$ cat config.mk
export PLATFORM = sky130hd
export DESIGN_NAME = port_d_upper_pin_mux
export DESIGN_NICKNAME = d
export VERILOG_FILES = /design/src/shared/pin_mux_pkg.sv /design/src/shared/pin_ctrl_if.sv /design/src/hw/pin_select.sv /design/src/hw/port_d_upper_pin_mux.sv
export SDC_FILE = /design/constraint.sdc
export NUM_CORES = 1
export LEC_CHECK = 0
export BUFFER_PORTS_ARGS = -buffer_cell sky130_fd_sc_hd__buf_2
export CORE_MARGIN = 2
export CORE_UTILIZATION = 39
export CTS_BUF_LIST = sky130_fd_sc_hd__clkbuf_4
export CTS_CLUSTER_SIZE = 20
export DETAILED_ROUTE_END_ITERATION = 7
export PLACE_DENSITY = 0.75
export SETUP_SLACK_MARGIN = 0.05
export SYNTH_ARGS = -nofsm -noshare
export SYNTH_HDL_FRONTEND = slang
export SYNTH_SLANG_ARGS = --single-unit
$ cat constraint.sdc
create_clock -name sys_clk -period 1.45 [get_ports sys_clk]
set_clock_uncertainty 0.2 [all_clocks]
set_input_delay 0.29 -clock sys_clk [delete_from_list [all_inputs] [get_ports sys_clk]]
set_output_delay 0.29 -clock sys_clk [all_outputs]
set_load 0.05 [all_outputs]
$ cat src/shared/pin_mux_pkg.sv
// Constants, register map and mode codes for the upper three bits of the general-purpose port mux.
// Assumes a 32-bit Avalon-MM register bus with word addressing by byte address.
package pin_mux_pkg;
    localparam int unsigned PORT_WIDTH = 8;
    localparam int unsigned ADDR_WIDTH = 4;
    localparam int unsigned DATA_WIDTH = 32;
    localparam logic [ADDR_WIDTH-1:0] PIN_LEVEL_ADDR = 4'h0;
    localparam logic [ADDR_WIDTH-1:0] OUTPUT_LATCH_ADDR = 4'h4;
    localparam logic [ADDR_WIDTH-1:0] DIRECTION_CTRL_ADDR = 4'h8;
    localparam logic [ADDR_WIDTH-1:0] FUNC_CTRL_ADDR = 4'hC;
    localparam logic [PORT_WIDTH-1:0] OUTPUT_LATCH_RESET = 8'h00;
    localparam logic [PORT_WIDTH-1:0] DIRECTION_CTRL_RESET = 8'hFF;
    localparam logic [DATA_WIDTH-1:0] UNMAPPED_READ = 32'h0000_0000;
    localparam int unsigned BIT_SDI = 5;
    localparam int unsigned BIT_SCK = 6;
    localparam int unsigned BIT_SS = 7;
    localparam int unsigned FC_MEM_EN = 0;
    localparam int unsigned FC_PSP_EN = 1;
    localparam int unsigned FC_SER_EN = 2;
    localparam int unsigned FC_I2C_MODE = 3;
    localparam int unsigned FC_I2C_SMB = 4;
    localparam int unsigned FC_WIDTH = 5;
    typedef enum logic {
        BUS_IDLE,
        BUS_ACK
    } bus_state_t;
endpackage

$ cat src/shared/pin_ctrl_if.sv
// Carrier of per-pin controls between the mux top and its pin-level selector.
// Assumes both ends run on sys_clk.
`timescale 1ns/10ps
interface pin_ctrl_if;
    logic mem_en;
    logic mem_drive;
    logic mem_out;
    logic psp_en;
    logic psp_read;
    logic ser_en;
    logic ser_drive;
    logic ser_out;
    logic latch_bit;
    logic dir_bit;
    logic pin_out;
    logic pin_oe;
    modport top(output mem_en, mem_drive, mem_out, psp_en, psp_read, ser_en, ser_drive, ser_out,
                output latch_bit, dir_bit, input pin_out, pin_oe);
    modport sel(input mem_en, mem_drive, mem_out, psp_en, psp_read, ser_en, ser_drive, ser_out,
                input latch_bit, dir_bit, output pin_out, pin_oe);
endinterface

$ cat src/hw/pin_select.sv
// Output selector for one port pin: picks the driving function and the enable.
// Assumes the top registers the result before it reaches the pin.
`timescale 1ns/10ps
module pin_select
(
    pin_ctrl_if.sel ctrl
);
    wire mem_sel = ctrl.mem_en;
    wire ser_sel = !mem_sel && ctrl.ser_en && ctrl.ser_drive;
    wire psp_sel = !mem_sel && !ser_sel && ctrl.psp_en;
    // Memory and slave port set direction themselves; the direction bit is ignored for them.
    assign ctrl.pin_out = mem_sel ? ctrl.mem_out : ser_sel ? ctrl.ser_out : ctrl.latch_bit; // RL15 RL5
    assign ctrl.pin_oe = mem_sel ? ctrl.mem_drive : ser_sel ? 1'b1 : psp_sel ? ctrl.psp_read : !ctrl.dir_bit; // RL13 RL14
endmodule

$ cat src/hw/port_d_upper_pin_mux.sv
// Pin multiplexer for port bits 5 to 7 with memory bus, slave port and serial module functions.
// Assumes an Avalon-MM master on sys_clk and an external pad model resolving pin enables.
//
// Register access over Avalon-MM and the register addresses were left to the implementer.
`timescale 1ns/10ps
// Contract
// RL1: Memory interface drives address/data on pins 5 and 6 over all other functions.
// RL2: Memory interface drives pin 7 ahead of slave port and latch.
// RL3: Memory read phases take pins 5 to 7 as data inputs to the interface.
// RL4: Memory function exists only when the large-package parameter is set.
// RL5: Slave port host read drives latch bits onto the pins.
// RL6: Slave port host write: host drives pins, device captures them.
// RL7: Pin 5 input feeds SPI data in when serial module is in SPI mode.
// RL8: I2C mode: pin 5 is open data line, drive beats slave port and port.
// RL9: I2C data input threshold chosen by a module setting; the block ignores FC_I2C_SMB and leaves the threshold to the pad.
// RL10: SPI mode: pin 6 drives clock when direction 0, receives when 1.
// RL11: I2C mode: pin 6 carries clock, driven with priority, selectable input type; the block leaves the input type to the pad.
// RL12: Pin 7 input delivers external slave select to serial module.
// RL13: Memory and slave port functions set direction, ignoring the direction bit.
// RL14: No function: direction 0 drives latch, 1 floats and samples pin level.
// RL15: Priority: memory, serial, slave port read, port latch.
module port_d_upper_pin_mux
#(
    parameter bit HAS_MEM_IF = 1'b1
)
(
    // Clock and reset
    input wire logic sys_clk,
    input wire logic sys_rst,
    // Avalon-MM register slave
    input wire logic [pin_mux_pkg::ADDR_WIDTH-1:0] avs_address,
    input wire logic avs_read,
    input wire logic avs_write,
    input wire logic [pin_mux_pkg::DATA_WIDTH-1:0] avs_writedata,
    input wire logic [3:0] avs_byteenable,
    output logic [pin_mux_pkg::DATA_WIDTH-1:0] avs_readdata,
    output logic avs_waitrequest,
    // Memory interface side
    input wire logic mem_drive,
    input wire logic [2:0] mem_addr_data_out,
    output logic [2:0] mem_addr_data_in,
    // Parallel slave port side
    input wire logic psp_host_read,
    output logic [2:0] slave_port_write_data,
    // Second serial module side
    input wire logic spi_data_out_unused,
    input wire logic i2c_data_line_low,
    input wire logic i2c_clock_line_low,
    input wire logic spi_clock_line_out,
    output logic serial_data_in,
    output logic serial_clock_in,
    output logic serial_slave_select,
    // Pins 5 to 7
    input wire logic [2:0] gpio_in,
    output logic [2:0] gpio_out,
    output logic [2:0] gpio_oe
);
    import pin_mux_pkg::*;

    logic [PORT_WIDTH-1:0] output_latch;
    logic [PORT_WIDTH-1:0] direction_ctrl;
    logic [PORT_WIDTH-1:0] pin_level;
    logic [FC_WIDTH-1:0] func_ctrl;
    logic [2:0] pin_sync1;
    logic [2:0] pin_sync2;
    bus_state_t bus_state;
    bus_state_t next_bus_state;

    // Byte lane 0 merge for 8-bit registers.
    function automatic logic [PORT_WIDTH-1:0] merge_byte(input logic [PORT_WIDTH-1:0] old,
                                                          input logic [DATA_WIDTH-1:0] wd,
                                                          input logic be0);
        merge_byte = be0 ? wd[PORT_WIDTH-1:0] : old;
    endfunction

    // Zero-extends an 8-bit register to the bus width.
    function automatic logic [DATA_WIDTH-1:0] widen_byte(input logic [PORT_WIDTH-1:0] value);
        widen_byte = {{(DATA_WIDTH-PORT_WIDTH){1'b0}}, value};
    endfunction

    // Passes a synchronised pin to a serial input, or holds the input idle high.
    function automatic logic route_bit(input logic route, input logic sample);
        route_bit = route ? sample : 1'b1;
    endfunction

    wire mem_active = HAS_MEM_IF && func_ctrl[FC_MEM_EN]; // RL4
    wire psp_active = func_ctrl[FC_PSP_EN];
    wire ser_active = func_ctrl[FC_SER_EN];
    wire i2c_mode = func_ctrl[FC_I2C_MODE];
    wire spi_mode = ser_active && !i2c_mode;
    wire i2c_active = ser_active && i2c_mode;
    wire bus_req = avs_read || avs_write;
    wire take = (bus_state == BUS_ACK) && bus_req;
    wire hit_level = avs_address == PIN_LEVEL_ADDR;
    wire hit_latch = avs_address == OUTPUT_LATCH_ADDR;
    wire hit_dir = avs_address == DIRECTION_CTRL_ADDR;
    wire hit_func = avs_address == FUNC_CTRL_ADDR;
    logic [DATA_WIDTH-1:0] read_mux;
    wire wr_latch = take && avs_write && (hit_latch || hit_level);
    wire wr_take = take && avs_write;
    wire wr_dir = wr_take && hit_dir;
    wire wr_func = wr_take && hit_func && avs_byteenable[0];

    // Register read selection; unmapped offsets read as zero.
    always_comb
    begin
        if (hit_level)
        begin
            read_mux = widen_byte(pin_level);
        end
        else if (hit_latch)
        begin
            read_mux = widen_byte(output_latch);
        end
        else if (hit_dir)
        begin
            read_mux = widen_byte(direction_ctrl);
        end
        else if (hit_func)
        begin
            read_mux = {{(DATA_WIDTH-FC_WIDTH){1'b0}}, func_ctrl};
        end
        else
        begin
            read_mux = UNMAPPED_READ;
        end
    end

    // One wait cycle per access: idle takes the request, ack completes it.
    always_comb
    begin
        next_bus_state = bus_state;
        case (bus_state)
            BUS_IDLE:
            begin
                if (bus_req)
                begin
                    next_bus_state = BUS_ACK;
                end
            end
            BUS_ACK:
            begin
                next_bus_state = BUS_IDLE;
            end
            default:
            begin
                next_bus_state = BUS_IDLE;
            end
        endcase
    end

    always_ff @(posedge sys_clk)
    begin
        if (sys_rst)
        begin
            bus_state <= BUS_IDLE;
        end
        else
        begin
            bus_state <= next_bus_state;
        end
    end

    // Waitrequest drops for the ack cycle; read data follow the decoder every cycle.
    always_ff @(posedge sys_clk)
    begin
        if (sys_rst)
        begin
            avs_waitrequest <= 1'b1;
            avs_readdata <= UNMAPPED_READ;
        end
        else
        begin
            avs_waitrequest <= !(next_bus_state == BUS_ACK);
            avs_readdata <= read_mux;
        end
    end

    // Writes to the pin level register land in the output latch.
    always_ff @(posedge sys_clk)
    begin
        if (sys_rst)
        begin
            output_latch <= OUTPUT_LATCH_RESET;
        end
        else if (wr_latch)
        begin
            output_latch <= merge_byte(output_latch, avs_writedata, avs_byteenable[0]);
        end
    end

    always_ff @(posedge sys_clk)
    begin
        if (sys_rst)
        begin
            direction_ctrl <= DIRECTION_CTRL_RESET;
        end
        else if (wr_dir)
        begin
            direction_ctrl <= merge_byte(direction_ctrl, avs_writedata, avs_byteenable[0]);
        end
    end

    always_ff @(posedge sys_clk)
    begin
        if (sys_rst)
        begin
            func_ctrl <= '0;
        end
        else if (wr_func)
        begin
            func_ctrl <= avs_writedata[FC_WIDTH-1:0];
        end
    end

    // Pin inputs pass two flip-flops before any logic reads them.
    always_ff @(posedge sys_clk)
    begin
        if (sys_rst)
        begin
            pin_sync1 <= 3'h0;
            pin_sync2 <= 3'h0;
        end
        else
        begin
            pin_sync1 <= gpio_in;
            pin_sync2 <= pin_sync1;
        end
    end

    // One sample stands for TTL, Schmitt and I2C thresholds alike; the pad sets the threshold.
    always_ff @(posedge sys_clk)
    begin
        if (sys_rst)
        begin
            pin_level <= 8'h00;
        end
        else
        begin
            pin_level <= {pin_sync2, 5'h00}; // RL14
        end
    end

    wire sdi_route = (spi_mode && direction_ctrl[BIT_SDI]) || i2c_active; // RL7 RL9
    wire sck_route = ser_active && direction_ctrl[BIT_SCK]; // RL10 RL11
    wire ss_route = spi_mode && direction_ctrl[BIT_SS]; // RL12
    wire psp_capture = psp_active && !psp_host_read; // RL6

    // Memory read data, zero while the interface is off.
    always_ff @(posedge sys_clk)
    begin
        if (sys_rst)
        begin
            mem_addr_data_in <= 3'h0;
        end
        else
        begin
            mem_addr_data_in <= mem_active ? pin_sync2 : 3'h0; // RL3
        end
    end

    // Slave port write data, zero unless the host is writing.
    always_ff @(posedge sys_clk)
    begin
        if (sys_rst)
        begin
            slave_port_write_data <= 3'h0;
        end
        else
        begin
            slave_port_write_data <= psp_capture ? pin_sync2 : 3'h0; // RL6
        end
    end

    // Serial inputs idle high unless their route is on; the routes do not check the memory function.
    always_ff @(posedge sys_clk)
    begin
        if (sys_rst)
        begin
            serial_data_in <= 1'b1;
            serial_clock_in <= 1'b1;
            serial_slave_select <= 1'b1;
        end
        else
        begin
            serial_data_in <= route_bit(sdi_route, pin_sync2[0]); // RL7 RL9
            serial_clock_in <= route_bit(sck_route, pin_sync2[1]); // RL10 RL11
            serial_slave_select <= route_bit(ss_route, pin_sync2[2]); // RL12
        end
    end

    logic [2:0] sel_out;
    logic [2:0] sel_oe;
    // Pin 5 is driven by the serial module only as an I2C pull-low.
    wire sda_drive = i2c_active && i2c_data_line_low; // RL8
    // Pin 6 drives the SPI clock as master, or pulls the I2C clock low.
    wire scl_drive = i2c_active && i2c_clock_line_low; // RL11
    wire sck_drive = spi_mode && !direction_ctrl[BIT_SCK]; // RL10
    wire clk_drive = scl_drive || sck_drive;
    wire clk_value = sck_drive && spi_clock_line_out;
    wire [2:0] ser_drv = {1'b0, clk_drive, sda_drive}; // RL8 RL10 RL11
    wire [2:0] ser_val = {1'b0, clk_value, 1'b0};
    // In I2C mode without the memory function, pins 5 and 6 are open drain: released unless a pull-low is asked for.
    wire i2c_owns = i2c_active && !mem_active;
    wire [2:0] i2c_own = {1'b0, i2c_owns, i2c_owns}; // RL8 RL11
    wire [2:0] i2c_pull = {1'b0, i2c_clock_line_low, i2c_data_line_low};
    wire [2:0] pin_out_final = sel_out & ~i2c_own;
    wire [2:0] pin_oe_final = (sel_oe & ~i2c_own) | (i2c_pull & i2c_own);

    // One selector per pin; the interface carries its controls.
    genvar g;
    generate
        for (g = 0; g < 3; g++)
        begin : g_pin
            pin_ctrl_if ctrl();
            assign ctrl.mem_en = mem_active; // RL1 RL2
            assign ctrl.mem_drive = mem_drive;
            assign ctrl.mem_out = mem_addr_data_out[g];
            assign ctrl.psp_en = psp_active;
            assign ctrl.psp_read = psp_host_read;
            assign ctrl.ser_en = ser_active;
            assign ctrl.ser_drive = ser_drv[g];
            assign ctrl.ser_out = ser_val[g];
            assign ctrl.latch_bit = output_latch[BIT_SDI + g];
            assign ctrl.dir_bit = direction_ctrl[BIT_SDI + g];
            assign sel_out[g] = ctrl.pin_out;
            assign sel_oe[g] = ctrl.pin_oe;
            pin_select u_sel (.ctrl(ctrl));
        end
    endgenerate

    // Pin drive and enable leave the block straight from flip-flops.
    always_ff @(posedge sys_clk)
    begin
        if (sys_rst)
        begin
            gpio_out <= 3'h0;
        end
        else
        begin
            gpio_out <= pin_out_final; // RL15
        end
    end

    always_ff @(posedge sys_clk)
    begin
        if (sys_rst)
        begin
            gpio_oe <= 3'h0;
        end
        else
        begin
            gpio_oe <= pin_oe_final; // RL13 RL14
        end
    end
endmodule

==> summary.txt, run 1 <==
root cell of the clock tree: clkbuf_4
critical path launch point type: flip-flop
CTS tree: built
max-cap viol count: 0
crit-path cells: buf_8
Critical Path Fanout Max: 1
Avg Cell Area, Syn: 9.01 µm²
# port buffers: 51
Crit path depth: 1
DRT Wirelength: 5120 µm
H-tree Lvls: 2
Mapped Cells: 249
Synth cell types: 31
vias: 1941
CP startpoint: avs_waitrequest
worst path bufs/invs: 1
status: completed
fin nets: 389
RSZ-0062 raised after global routing: true
Final Power: 2.66 mW
R2R Path End: direction_ctrl[5]
Final period util: 0.957
vias in the first global route: 1789
Worst R2R Setup Slack: 0.06 ns
Req. time, crit path: 0.96 ns
num rows: 27
worst reg2reg path depth: 4
layout cells sized above 1: 0.335
Routability Congestion: 0.929
Slew Viols, Final: 0
Via density: 4.78
PwrDens: 852 nW/µm²
Pre-antenna DRT Iters: 4
initial antenna violation count: 0
Synthesis Warnings: 0
setup bufs post-CTS: 0
commonest cells after routing, fill and taps aside: nor2_1 (32), dfxtp_1 (31), buf_2 (27), conb_1 (24), dfxtp_2 (24)
post-synthesis register bit count: 55
CP max stage cell: dfxtp_2
drc violations: 0
commonest non-fill, non-tap cell in the layout: nor2_1
DR WL/cell: 12.6 µm
critical path class: reg2out
Period minus WS final: 1.39 ns
Post-synth ARST share: 0
Core ar.: 5540 µm²
Cell Area, Synth: 2240 µm²
Worst IR Drop VDD: 0.401 mV
# fillers: 499
M2 GR Usage: 0.276
clock latency on the worst-skew pair: 0.38 ns
CTS Sinks: 55
max frequency: 721 MHz
met3 Resource Use GR: 0.0407
GR Overflow Total: 0
Post-synth EDFFs: 0
total CTS buffers: 5
Detailed Route Iter0 Violations: 130
met1 Usage GRT: 0.211
Top Family by Delay on Critical Path: flip-flops
Fin Setup TNS: 0 ns
CTS Buffer Depth: 2
Worst-path clk slew: 0.16 ns
Die X: 79.9 µm
crit path DAT: 0.90 ns
DIE HEIGHT: 79.9 µm
first-pass GRT wire length: 8160 µm
Initial Utilization: 0.405
Total Routing Usage GR: 0.167
register area share after synthesis: 0.491
dominant synthesized flop cell: dfxtp_1
Setup crit end kind: output port
GRT busiest layer: met2
die area: 6380 µm²
IO Count: 104
Detail Route Antenna Nets: 0
RR Startpoint: bus_state
DP Wirelength: 3690 µm
largest net degree at the start of global routing: 26
slowest stage delay, CP: 0.37 ns
Setup violations, final: 0
Pleak: 1.29 nW
Worst setup endpoint: avs_waitrequest
HP Class: in2reg
Diodes inserted: 0
Area growth syn-to-layout: 39.0%
Final Hold Fails: 0
-- registers in the layout, indices dropped and copies added, names as in the netlist, 3 cells and up --
name	flops
pin_sync1	3
direction_ctrl	8
func_ctrl	5
avs_readdata	8
gpio_oe	3
pin_level	3
output_latch	8
pin_sync2	3
gpio_out	3
mem_addr_data_in	3
slave_port_write_data	3
-- Yosys cell counts, types with 4 or more instances --
| library cell | number | area, µm² |
|---|---|---|
| clkbuf_1 | 10 | 37.5 |
| nand2_1 | 13 | 48.8 |
| nor2_1 | 32 | 120 |
| nand3_1 | 11 | 55.1 |
| dfxtp_1 | 55 | 1100 |
| nand2b_1 | 4 | 25.0 |
| nor2b_1 | 15 | 93.8 |
| mux2i_1 | 14 | 140 |
| buf_4 | 24 | 180 |
| a21oi_1 | 15 | 75.1 |
| nor3_1 | 8 | 40.0 |
| o21ai_0 | 16 | 80.1 |
| inv_1 | 6 | 22.5 |
-- routing by layer --
layer  wire (µm)  up-vias  share of wire
met5           0        -              0
met4         104        0          0.020
met3         363       11          0.071
met2        2410       80           0.47
met1        2240      891           0.44
li1            -      959              -
-- kinds of logic (layout without fill, tap and decap cells) --
kind of cell / Yosys count / count (layout) / synth area share
AO/OA/AOI/OAI: 42 / 42 / 0.110
buffers and inverters: 41 / 103 / 0.109
flip-flops: 55 / 55 / 0.491
multiplexers: 14 / 14 / 0.0624
other: 1 / 24 / 0.00167
AND/OR/NAND/NOR: 96 / 96 / 0.226
-- metrics by stage --
step | hold slack [ns] | instance area, µm² | std cells | setup slack (ns) | util
final | 0.0152 | 3120 | 406 | 0.0623 | 0.563
after global routing | -0.00187 | 3120 | 406 | -0.0509 | 0.563
after CTS | 0.000434 | 2980 | 406 | 0.0293 | 0.537
after detailed placement | 0.227 | 2650 | 382 | -0.104 | 0.477
after global placement | 0.224 | 2650 | 382 | -0.0838 | 0.477
after floorplan | 0.176 | 2370 | 272 | 0.0302 | -
-- power breakdown --
group	leakage, nW	internal (mW)	switching [mW]
sequential	0.454	1.54	0.0135
clock	0.0336	0.198	0.483
combinational	0.805	0.138	0.287
-- worst min path at each step --
stage,depth (start not counted),slack [ns],from,to
6_report,2,0.02,mem_addr_data_out[1],gpio_out[1]
3_5_place_dp,1,0.23,pin_sync1[2],pin_sync2[2]
3_3_place_gp,1,0.22,pin_sync1[2],pin_sync2[2]
5_1_grt,2,-0.002,mem_addr_data_out[1],gpio_out[1]
2_1_floorplan,1,0.18,sys_rst,pin_level[5]
4_1_cts,2,0.0004,mem_addr_data_out[1],gpio_out[1]
-- final cells by class --
class,count,area [µm²],area share
Clock buffer,5,37.5,0.0120
Clock inverter,3,21.3,0.00682
Inverter,6,22.5,0.00722
Multi-Input combinational cell,176,1010,0.324
Sequential cell,55,1130,0.363
Tap cell,72,90.1,0.0289
Timing Repair Buffer,89,806,0.258
-- timing repair --
action | 4_1_cts | 5_1_grt
gates resized for setup | 38 | 55
gates cloned | 0 | 0
hold endpoints to repair | 23 | 0
setup endpoints to repair | 26 | 37
hold buffers | 16 | 0
Power figures use the tool's default switching activity.
==> run 2, diff against run 1 <==
Settings changed: CORE_ASPECT_RATIO set to 1.75, RECOVER_POWER set to 50.
==> summary.txt, run 2 (synthesis results as in run 1) <==
status: complete, but fails checks
failing checks: hold timing
Pre-antenna DRT Iters: 4
root cell of the clock tree: clkbuf_4
Critical Path Fanout Max: 1
critical path launch point type: flip-flop
final core utilization: 0.573
Final period util: 0.992
Via density: 4.88
Setup crit end kind: output port
crit-path cells: buf_8
Crit path depth: 1
setup bufs post-CTS: 0
initial antenna violation count: 0
RR Startpoint: bus_state
H-tree Lvls: 2
Period minus WS final: 1.44 ns
Area growth syn-to-layout: 42.6%
largest net degree at the start of global routing: 20
commonest cells after routing, fill and taps aside: nor2_1 (32), dfxtp_1 (30), buf_2 (27), dfxtp_2 (25)
DP Wirelength: 4110 µm
Detail Route Antenna Nets: 0
Worst setup endpoint: gpio_oe[0]
slowest stage delay, CP: 0.38 ns
crit path DAT: 0.95 ns
fin nets: 394
PwrDens: 847 nW/µm²
Final Hold Fails: 1
CP startpoint: gpio_oe[0]
placed cells: 388
R2R Path End: direction_ctrl[3]
CP max stage cell: dfxtp_2
commonest non-fill, non-tap cell in the layout: nor2_1
Top Family by Delay on Critical Path: flip-flops
drc violations: 0
DIE HEIGHT: 104 µm
first-pass GRT wire length: 8860 µm
Worst IR Drop VDD: 0.391 mV
Slew Viols, Final: 0
Die X: 61.4 µm
num rows: 36
Worst R2R Setup Slack: 0.06 ns
die area: 6400 µm²
Top Registers: avs_readdata: 8 flops, direction_ctrl: 8 flops, output_latch: 8 flops
Detailed Route Iter0 Violations: 100
Cell Count, Final, Fillers Out: 415
Total Routing Usage GR: 0.187
worst path bufs/invs: 1
Req. time, crit path: 0.96 ns
Diodes inserted: 0
critical path class: reg2out
layout cells sized above 1: 0.342
Pleak: 1.32 nW
CTS tree: built
Core ar.: 5590 µm²
Setup violations, final: 0
CTS Buffer Depth: 2
vias: 2025
# fillers: 500
# port buffers: 51
worst reg2reg path depth: 4
CTS Sinks: 55
DR WL/cell: 13.9 µm
clock latency on the worst-skew pair: 0.41 ns
Worst-path clk slew: 0.16 ns
GR Overflow Total: 0
max frequency: 695 MHz
worst hold margin: -0.0390 ns
DRT Wirelength: 5760 µm
vias in the first global route: 1888
Fin Setup TNS: 0 ns
Routability Congestion: 0.870
HP Class: in2reg
max-cap viol count: 0
RSZ-0062 raised after global routing: true
total CTS buffers: 5
IO Count: 104
Initial Utilization: 0.402
run 2: changes by cell type in the layout (fill, tap and decap cells not counted), moves of 2 or more:
cell,change
buf_6,-8
inv_6,-2
dlygate4sd3_1,+3
buf_8,+6
buf_4,+3
run 2: stage by stage:
| step | setup slack, ns | area [µm²] | total power, mW |
|---|---|---|---|
| global route | -0.0255 | 3200 | 2.82 |
| finish | 0.0111 | 3200 | 2.71 |
| floorplan | 0.0302 | 2370 | 1.88 |
| CTS | 0.0174 | 3120 | 2.72 |
| global placement | -0.0713 | 2680 | 1.95 |
| detailed placement | -0.112 | 2680 | 1.96 |
run 2: timing repair:
item,in CTS,in global routing
hold endpoints to repair,32,0
pin swaps,0,0
endpoints found under the setup margin,25,36
cloned,0,0
resized for setup,75,23
hold buffers,19,0
run 2: layout make-up:
class	instances	area [µm²]	area share
inverters	6	22.5	0.00704
repair buffers	94	878	0.274
clock buffers	5	37.5	0.0117
multi-input cells	176	1010	0.316
well taps	76	95.1	0.0297
clock inverters	3	23.8	0.00743
flip-flops and latches	55	1130	0.354
run 2: metal layers:
layer / up-vias / GRT usage / share of wire
li1: 969 / - / -
met1: 956 / 0.192 / 0.35
met2: 89 / 0.336 / 0.56
met3: 11 / 0.0299 / 0.058
met4: 0 / 0.102 / 0.028
met5: - / 0 / 0
run 2: worst min-delay path by stage:
stage                               to         start  depth (start not counted)  slack (ns)
final                       gpio_oe[2]     mem_drive                          3       -0.04
after detailed placement  pin_sync2[1]  pin_sync1[1]                          1        0.22
after global routing       gpio_out[0]       sys_rst                          3       0.009
after global placement    pin_sync2[2]  pin_sync1[2]                          1        0.22
after floorplan           pin_level[5]       sys_rst                          1        0.18
after CTS                   gpio_oe[2]     mem_drive                          3       0.005
run 2: where the power goes:
group	internal, mW	switching [mW]	total, mW
registers	1.54	0.0142	1.55
clock network	0.198	0.517	0.716
logic	0.152	0.291	0.443
total	1.89	0.822	2.71
